==> config.mk <==
export PLATFORM = sky130hd
export DESIGN_NAME = lbrs_stack
export DESIGN_NICKNAME = d
export VERILOG_FILES = /design/src/lbrs_pkg.sv /design/src/lbrs_stack.sv
export VERILOG_INCLUDE_DIRS = /design/src /design/src/src
export SDC_FILE = /design/constraint.sdc
export NUM_CORES = 2
export LEC_CHECK = 0
export ABC_AREA = 1
export BUFFER_PORTS_ARGS = -buffer_cell sky130_fd_sc_hd__clkbuf_2
export CELL_PAD_IN_SITES_DETAIL_PLACEMENT = 0
export CELL_PAD_IN_SITES_GLOBAL_PLACEMENT = 1
export CORE_UTILIZATION = 48
export CTS_CLUSTER_SIZE = 25
export DETAILED_ROUTE_END_ITERATION = 8
export PLACE_DENSITY_LB_ADDON = 0.1
export SYNTH_ARGS = -nofsm -noshare
export SYNTH_HDL_FRONTEND = slang
export SYNTH_SLANG_ARGS = --single-unit
export TNS_END_PERCENT = 10
==> constraint.sdc <==
create_clock -name CLK_IN -period 5.61 [get_ports CLK_IN]
set_input_delay 1.122 -clock CLK_IN [delete_from_list [all_inputs] [get_ports CLK_IN]]
set_output_delay 1.122 -clock CLK_IN [all_outputs]
set_load 0.02 [all_outputs]
==> src/lbrs_regs.svh <==
// register map, field positions and reset values of the branch record stack
`ifndef LBRS_REGS_SVH
`define LBRS_REGS_SVH

// register addresses
`define LBRS_ADDR_ENTRY0   32'h0000_0040
`define LBRS_ADDR_TOP      32'h0000_01c9
`define LBRS_ADDR_CTL      32'h0000_01d9
`define LBRS_ADDR_LER_SRC  32'h0000_01dd
`define LBRS_ADDR_LER_DST  32'h0000_01de

// debug control fields
`define LBRS_CTL_REC_BIT   0
`define LBRS_CTL_STEP_BIT  1
`define LBRS_CTL_MSG_BIT   6
`define LBRS_CTL_STORE_BIT 7
`define LBRS_CTL_IRQ_BIT   8
`define LBRS_CTL_WMASK     64'h0000_0000_0000_01c3
`define LBRS_CTL_RESET     64'h0000_0000_0000_0000

// identification result, store support flag
`define LBRS_FEATURE_STORE_BIT 21

`endif

==> src/lbrs_pkg.sv <==
// types shared by the branch record stack
package lbrs_pkg;

  // what kind of control transfer a record describes
  typedef enum logic [1:0]
  {
    LBRS_KIND_BRANCH,
    LBRS_KIND_INTERRUPT,
    LBRS_KIND_EXCEPTION
  } lbrs_kind_type;

  // one record; destination in the upper word, source in the lower
  typedef struct packed
  {
    logic [31:0] dest;
    logic [31:0] src;
  } lbrs_rec_type;

  // event from the core's retirement logic
  typedef struct packed
  {
    lbrs_kind_type kind;
    logic          with_branch;  // branch retired just before, push it too
    lbrs_rec_type  branch_rec;   // that branch's record
    lbrs_rec_type  rec;          // record of the event itself
  } lbrs_evt_type;

endpackage : lbrs_pkg

==> src/lbrs_stack.sv <==
// branch, interrupt and exception record stack with its register port
`include "lbrs_regs.svh"

module lbrs_stack
#(
  parameter int unsigned DEPTH = 8   // 4, 8 or 16 entries
)
(
  input  wire logic                  CLK_IN,
  input  wire logic                  RST_N_IN,
  // record events from the core
  input  wire logic                  EVT_VALID_IN,
  input  wire lbrs_pkg::lbrs_evt_type EVT_IN,
  output logic                       EVT_READY_OUT,
  // single-step support
  input  wire logic                  TRAP_FLAG_IN,
  input  wire logic                  INSN_RETIRE_IN,
  input  wire logic                  DBG_EXC_IN,
  output logic                       STEP_TRAP_OUT,
  // bus trace messages and store requests
  output logic                       TRACE_VALID_OUT,
  output logic                       STORE_VALID_OUT,
  output lbrs_pkg::lbrs_rec_type     TRACE_REC_OUT,
  input  wire logic                  BUF_FULL_IN,
  output logic                       BUF_IRQ_OUT,
  output logic                       STORE_CIRCULAR_OUT,
  // identification feature word
  output logic [31:0]                FEATURES_OUT,
  // model-specific register access
  input  wire logic                  MSR_RD_IN,
  input  wire logic                  MSR_WR_IN,
  input  wire logic [31:0]           MSR_ADDR_IN,
  input  wire logic [63:0]           MSR_WDATA_IN,
  output logic [63:0]                MSR_RDATA_OUT,
  output logic                       MSR_ACK_OUT,
  output logic                       MSR_FAULT_OUT
);
  import lbrs_pkg::*;

  localparam int unsigned PW = (DEPTH > 1) ? $clog2(DEPTH) : 1;
  localparam logic [PW-1:0] PTR_MAX = PW'(DEPTH - 1);

  // storage and state
  // circular record stack
  lbrs_rec_type  stack [DEPTH];    // record entries
  logic [PW-1:0] ptr;              // index of newest record
  logic [63:0]   ctl;              // debug control register
  lbrs_rec_type  last_branch;      // most recent branch record
  lbrs_rec_type  ler;              // last-exception pair
  logic          second_pending;   // second half of a paired push
  lbrs_rec_type  second_rec;       // record held for that half
  lbrs_kind_type second_kind;      // kind held for that half
  logic          full_q;           // buffer full, previous cycle

  // push of this cycle
  logic          push;
  lbrs_rec_type  push_rec;
  lbrs_kind_type push_kind;
  logic          take;
  logic          rec_en;
  logic [PW-1:0] next_ptr;

  // true when an address falls inside the entry window
  function automatic logic is_entry(input logic [31:0] a);
    return (a >= `LBRS_ADDR_ENTRY0) &&
           (a < (`LBRS_ADDR_ENTRY0 + 32'(DEPTH)));
  endfunction

  // pointer step with wrap
  function automatic logic [PW-1:0] step(input logic [PW-1:0] p);
    return (p == PTR_MAX) ? '0 : PW'(p + 1'b1);
  endfunction

  assign take   = EVT_VALID_IN && EVT_READY_OUT;
  assign rec_en = ctl[`LBRS_CTL_REC_BIT];
  assign next_ptr = step(ptr);

  // choose what to push; a paired event goes branch first
  always_comb
  begin
    push      = 1'b0;
    push_rec  = EVT_IN.rec;
    push_kind = EVT_IN.kind;
    if (second_pending)
    begin
      push      = 1'b1;
      push_rec  = second_rec;
      push_kind = second_kind;
    end
    else if (take)
    begin
      push = 1'b1;
      if (EVT_IN.with_branch && EVT_IN.kind != LBRS_KIND_BRANCH)
      begin
        push_rec  = EVT_IN.branch_rec;
        push_kind = LBRS_KIND_BRANCH;
      end
    end
  end

  // holds the event record while its branch goes first
  // one stall cycle per pair keeps a single write port on the stack
  always_ff @(posedge CLK_IN or negedge RST_N_IN)
  begin
    if (!RST_N_IN)
    begin
      second_pending <= 1'b0;
      second_rec     <= '0;
      second_kind    <= LBRS_KIND_BRANCH;
      EVT_READY_OUT  <= 1'b1;
    end
    else if (!second_pending && take && EVT_IN.with_branch &&
             EVT_IN.kind != LBRS_KIND_BRANCH)
    begin
      second_pending <= 1'b1;
      second_rec     <= EVT_IN.rec;
      second_kind    <= EVT_IN.kind;
      EVT_READY_OUT  <= 1'b0;  // stall core for the second push
    end
    else
    begin
      second_pending <= 1'b0;
      EVT_READY_OUT  <= 1'b1;
    end
  end

  // stack pointer and entry written together
  always_ff @(posedge CLK_IN or negedge RST_N_IN)
  begin
    if (!RST_N_IN)
    begin
      ptr <= '0;
      for (int i = 0; i < DEPTH; i++)
        stack[i] <= '0;
    end
    else if (push && rec_en)
    begin
      ptr             <= next_ptr;
      stack[next_ptr] <= push_rec;
    end
  end

  // last branch and last-exception pair
  always_ff @(posedge CLK_IN or negedge RST_N_IN)
  begin
    if (!RST_N_IN)
    begin
      last_branch <= '0;
      ler         <= '0;
    end
    else if (push && rec_en)
    begin
      if (push_kind == LBRS_KIND_BRANCH)
        last_branch <= push_rec;
      else
        ler <= last_branch;
    end
  end

  // debug control register; hardware clear beats a software set
  always_ff @(posedge CLK_IN or negedge RST_N_IN)
  begin
    if (!RST_N_IN)
      ctl <= `LBRS_CTL_RESET;
    else
    begin
      if (MSR_WR_IN && MSR_ADDR_IN == `LBRS_ADDR_CTL)
        ctl <= MSR_WDATA_IN & `LBRS_CTL_WMASK;
      if (DBG_EXC_IN)
        ctl[`LBRS_CTL_REC_BIT] <= 1'b0;
    end
  end

  // single-step trap on branches or instructions
  always_ff @(posedge CLK_IN or negedge RST_N_IN)
  begin
    if (!RST_N_IN)
      STEP_TRAP_OUT <= 1'b0;
    else if (ctl[`LBRS_CTL_STEP_BIT])
      STEP_TRAP_OUT <= TRAP_FLAG_IN && push &&
                       push_kind == LBRS_KIND_BRANCH;
    else
      STEP_TRAP_OUT <= TRAP_FLAG_IN && INSN_RETIRE_IN;
  end

  // trace message and store request per pushed record
  always_ff @(posedge CLK_IN or negedge RST_N_IN)
  begin
    if (!RST_N_IN)
    begin
      TRACE_VALID_OUT <= 1'b0;
      STORE_VALID_OUT <= 1'b0;
      TRACE_REC_OUT   <= '0;
    end
    else
    begin
      TRACE_VALID_OUT <= push && ctl[`LBRS_CTL_MSG_BIT];
      STORE_VALID_OUT <= push && ctl[`LBRS_CTL_STORE_BIT];
      if (push)
        TRACE_REC_OUT <= push_rec;
    end
  end

  // buffer full interrupt or circular logging
  always_ff @(posedge CLK_IN or negedge RST_N_IN)
  begin
    if (!RST_N_IN)
    begin
      full_q             <= 1'b0;
      BUF_IRQ_OUT        <= 1'b0;
      STORE_CIRCULAR_OUT <= 1'b0;
    end
    else
    begin
      full_q <= BUF_FULL_IN;
      // pulse on the rising full edge
      BUF_IRQ_OUT <= BUF_FULL_IN && !full_q &&
                     ctl[`LBRS_CTL_STORE_BIT] && ctl[`LBRS_CTL_IRQ_BIT];
      STORE_CIRCULAR_OUT <= ctl[`LBRS_CTL_STORE_BIT] &&
                            !ctl[`LBRS_CTL_IRQ_BIT];
    end
  end

  // identification word; only the store support flag is set
  always_ff @(posedge CLK_IN or negedge RST_N_IN)
  begin
    if (!RST_N_IN)
      FEATURES_OUT <= '0;
    else
    begin
      FEATURES_OUT <= 32'h0000_0000;
      FEATURES_OUT[`LBRS_FEATURE_STORE_BIT] <= 1'b1;
    end
  end

  // register read and write answers, one cycle after the request
  always_ff @(posedge CLK_IN or negedge RST_N_IN)
  begin
    if (!RST_N_IN)
    begin
      MSR_RDATA_OUT <= '0;
      MSR_ACK_OUT   <= 1'b0;
      MSR_FAULT_OUT <= 1'b0;
    end
    else
    begin
      MSR_ACK_OUT   <= MSR_RD_IN || MSR_WR_IN;
      MSR_FAULT_OUT <= 1'b0;
      MSR_RDATA_OUT <= '0;
      if (MSR_WR_IN)
        // only the control register takes writes
        MSR_FAULT_OUT <= (MSR_ADDR_IN != `LBRS_ADDR_CTL);
      else if (MSR_RD_IN)
      begin
        if (is_entry(MSR_ADDR_IN))
          MSR_RDATA_OUT <=
            stack[PW'(MSR_ADDR_IN - `LBRS_ADDR_ENTRY0)];
        else if (MSR_ADDR_IN == `LBRS_ADDR_TOP)
          MSR_RDATA_OUT <= 64'(ptr);
        else if (MSR_ADDR_IN == `LBRS_ADDR_CTL)
          MSR_RDATA_OUT <= ctl;
        else if (MSR_ADDR_IN == `LBRS_ADDR_LER_SRC)
          MSR_RDATA_OUT <= 64'(ler.src);
        else if (MSR_ADDR_IN == `LBRS_ADDR_LER_DST)
          MSR_RDATA_OUT <= 64'(ler.dest);
        else
          MSR_FAULT_OUT <= 1'b1;  // unmapped address
      end
    end
  end
endmodule // lbrs_stack

==> impl.org <==
** Synth
- In the synthesized netlist, the number of instances is 4,214.
- Counting flops and latches in the post-synthesis netlist gives 853.
- Average cell area after synthesis :: 8.86 µm²
- After synthesis, the largest area contributor takes up 57.1% of total cell area.
- The Yosys step of the flow raised 0 warnings.
- Fraction of registers with async set/reset :: 100%
- Most numerous cell types in the synthesized netlist :: sky130_fd_sc_hd__dfrtp_1, sky130_fd_sc_hd__nand2_1, sky130_fd_sc_hd__o21ai_0
- The number of different library cells used by synthesis comes to 35.
- Number of enable-type register cells in the synthesized netlist :: 0
- Synth Flop Type :: sky130_fd_sc_hd__dfrtp_1
- Of all cell types, the one taking the most synthesized area is sky130_fd_sc_hd__dfrtp_1.
- sky130_fd_sc_hd__dfrtp_1 is the most common cell in the netlist.
- After synthesis the cells add up to 37,300 µm².
- Cells taking the most area after synthesis :: sky130_fd_sc_hd__dfrtp_1, sky130_fd_sc_hd__nand2_1, sky130_fd_sc_hd__a31oi_1
- Proportion of synthesized chip area in sequential cells :: 57.2%

** Clocking
- Number of buffers inserted to repair setup after CTS :: 0
- Clock-pin slew of the registers on the worst-case setup and hold paths :: 60 ps
- The number of clock buffers added by TritonCTS is 93.
- Post-cts hold buffer count :: 0
- TritonCTS built the clock tree.
- Maximum root-to-sink buffer count :: 3
- Post-cts gate resize count :: 0
- The clock drives 853 sinks.
- Root cell of the clock tree :: sky130_fd_sc_hd__clkbuf_16
- H-tree level count :: 3
- Clock latency on the worst-skew pair, taken at its later pin, is 650 ps.

** Placed design
- The congestion estimate from routability-driven global placement came to 0.809.
- Port-buffer cells :: 313
- At the placement stage, the worst setup path has a slack of 1830 ps.
- Half-perimeter wire length after placement :: 66.9 mm

** GRT
- For this run the aggregate overflow at the end of global routing stands at 0.
- The initial antenna violation count is 1.
- Number of global-route vias before repair :: 29,300
- Entering global routing, the biggest net connects 127 pins.
- The first global-routing pass estimated 175 mm of wire.
- GRT Total Usage :: 28.8%

** Routing
- Average wire per standard cell :: 20.4 µm
- The detailed router finished its first iteration with 2,692 violations.
- The count of nets left with antenna violations once routing finished came out at 0.
- 1st-pass router iterations :: 7
- After detailed routing, the number of remaining DRC violations is 0.
- Vias :: 30,500
- Routed Wire Length :: 112 mm
- Via count normalized by instance count :: 5.55

** Timing
- Setup repair after global routing left no endpoint under its margin.
- Top achievable clock speed :: 0.316 GHz
- Setup slack closes at 2440 ps.
- Number of hold-slack violations in the final timing report :: 0
- After layout, the worst path uses 56.5% of the clock period.
- Setup violations remaining at the end of the flow were counted as 0.
- The total count of max-transition violations in the final report was 0.
- For the pin with the worst max-slew slack, the measured transition is 1130 ps.
- Accumulated negative setup slack :: 0 ps
- Min cycle time layout :: 3170 ps
- Worst clock skew :: 16.6 ps
- Headroom to the max-slew limit came out at 24.9%.

** Die
- Effective utilization at floorplan :: 48.8%
- Die Outline Area :: 78,900 µm²
- The total area inside the core boundary comes to 76,500 µm².
- The floorplan has 101 rows.
- The die is 281 µm wide.
- The die is 281 µm tall.
- I/O pins :: 404

** Layout
- Number of antenna cells inserted :: 0
- Layout cells sized above 1 :: 13.1%
- From synthesis to final layout, the design area changed by 14.1%.
- Once layout is complete, the utilization of the core stands at 55.7%.
- After the last flow step, the layout net total stands at 4,635.

** Min path
- Cell depth of the worst min-delay path :: 1
- Worst hold-check path type :: reg2reg

** Worst setup path
- Worst Setup Start Kind :: input port
- Setup CP Type :: in2reg
- The worst setup path is captured at a flop.
- For the worst flop-to-flop path, the logic depth is 8.
- Critical-path maximum fanout :: 61
- At the worst endpoint, the required time is 6080 ps.
- Data arrival, critical path :: 3640 ps

** Power
- Flop pwr share :: 46.1%
- The analysis attributes to cell leakage a power of 20.7 nW.
- Maximum VDD drop :: 205 µV
- Internal power component :: 10.4 mW
- For this design the total switching power over the nets is 3.60 mW.
- Switching part of the total :: 25.8%
- The share of total power dissipated in the clock network is 44.5%.
- Share of power burned in combinational logic :: 9.4%
- Pwr/cell area :: 328 nW/µm²

** Run status
- The run finished with clean final reports.

** Run
- Count of max-cap constraint violations :: 0
cell usage in the layout (no fill, tap or decap), types with 5 or more instances in the layout:
cell and n:
sky130_fd_sc_hd__nor2_1 484, sky130_fd_sc_hd__clkinv_2 15, sky130_fd_sc_hd__buf_4 53, sky130_fd_sc_hd__inv_2 6
sky130_fd_sc_hd__nor2_4 14, sky130_fd_sc_hd__o2111ai_1 20, sky130_fd_sc_hd__clkbuf_8 25, sky130_fd_sc_hd__clkbuf_16 96
sky130_fd_sc_hd__a21oi_1 201, sky130_fd_sc_hd__nand2_1 810, sky130_fd_sc_hd__inv_1 313, sky130_fd_sc_hd__dfrtp_1 851
sky130_fd_sc_hd__a31oi_1 410, sky130_fd_sc_hd__conb_1 32, sky130_fd_sc_hd__clkbuf_2 310, sky130_fd_sc_hd__o21ai_2 15
sky130_fd_sc_hd__nand3_1 59, sky130_fd_sc_hd__o21ai_1 69, sky130_fd_sc_hd__clkbuf_1 18, sky130_fd_sc_hd__buf_12 16
sky130_fd_sc_hd__o221ai_1 104, sky130_fd_sc_hd__o21ai_0 498, sky130_fd_sc_hd__bufinv_16 5
through the flow:
stage / instances / area [µm²] / total power, mW / hold WS, ps
6_report: 5497 / 42600 / 14.0 / 408
5_1_grt: 5497 / 42600 / 14.5 / 419
4_1_cts: 5497 / 42600 / 14.1 / 412
3_5_place_dp: 5332 / 39500 / 7.87 / 411
3_3_place_gp: 5332 / 39500 / 7.87 / 393
2_1_floorplan: 4244 / 37400 / 7.29 / 384
routing by layer:
| layer | up-vias | GRT usage, % | part of all wire (%) |
|---|---|---|---|
| met5 | - | 0 | 0.012 |
| met4 | 2 | 7.62 | 2.4 |
| met3 | 176 | 4.16 | 5.4 |
| met2 | 887 | 45.8 | 46 |
| met1 | 14900 | 41.4 | 46 |
| li1 | 14600 | - | - |
path summary, 6_finish.rpt:
kind	startpoint	endpoint	slack, ps
max	EVT_VALID_IN	stack[357]	2440
min in group asynchronous	RST_N_IN	TRACE_REC_OUT[9]	570
min	full_q	BUF_IRQ_OUT	410
max reg2reg	EVT_READY_OUT	stack[357]	2470
max in group asynchronous	RST_N_IN	second_rec[30]	3750
min reg2reg	full_q	BUF_IRQ_OUT	410
area by class of cell:
class | instances | area (µm²)
Fill cell | 7198 | 33900
Sequential cell | 853 | 21400
Multi-Input combinational cell | 2744 | 13300
Clock buffer | 139 | 2810
Timing Repair Buffer | 381 | 2300
Tap cell | 1030 | 1290
Inverter | 324 | 1230
Clock inverter | 26 | 287
critical path, stage by stage:
cell	delay, ps
sky130_fd_sc_hd__clkbuf_2	80
sky130_fd_sc_hd__nand2_1	180
sky130_fd_sc_hd__inv_2	240
sky130_fd_sc_hd__nand3_4	470
sky130_fd_sc_hd__buf_12	400
sky130_fd_sc_hd__o21ai_1	620
sky130_fd_sc_hd__nand2_1	230
sky130_fd_sc_hd__nand2_1	110
sky130_fd_sc_hd__o21ai_0	90
registers in the layout (all words and copies together) (netlist names):
register / count
ctl: 5
second_kind: 2
STORE_VALID_OUT: 1
second_rec: 64
TRACE_REC_OUT: 64
BUF_IRQ_OUT: 1
stack: 512
MSR_RDATA_OUT: 64
MSR_FAULT_OUT: 1
second_pending: 1
last_branch: 64
full_q: 1
TRACE_VALID_OUT: 1
EVT_READY_OUT: 1
STEP_TRAP_OUT: 1
ler: 64
FEATURES_OUT: 1
ptr: 3
STORE_CIRCULAR_OUT: 1
MSR_ACK_OUT: 1
cells by family after synthesis:
logic type | count (synthesis) | synth area share [%]
compound gates | 1323 | 20.6
fa+ha+maj | 2 | 0.0670
buf+inv | 647 | 7.62
flops | 853 | 57.2
other cells | 2 | 0.0201
simple gates | 1387 | 14.5
power by group through the flow:
stage	clock network, mW	logic, mW	registers (mW)
CTS	6.32	1.33	6.44
detailed placement	0	1.32	6.55
global route	6.57	1.46	6.46
finish	6.22	1.32	6.44
global placement	0	1.32	6.55
floorplan	0	0.654	6.63
No activity file was read; power rests on OpenSTA's default activity.
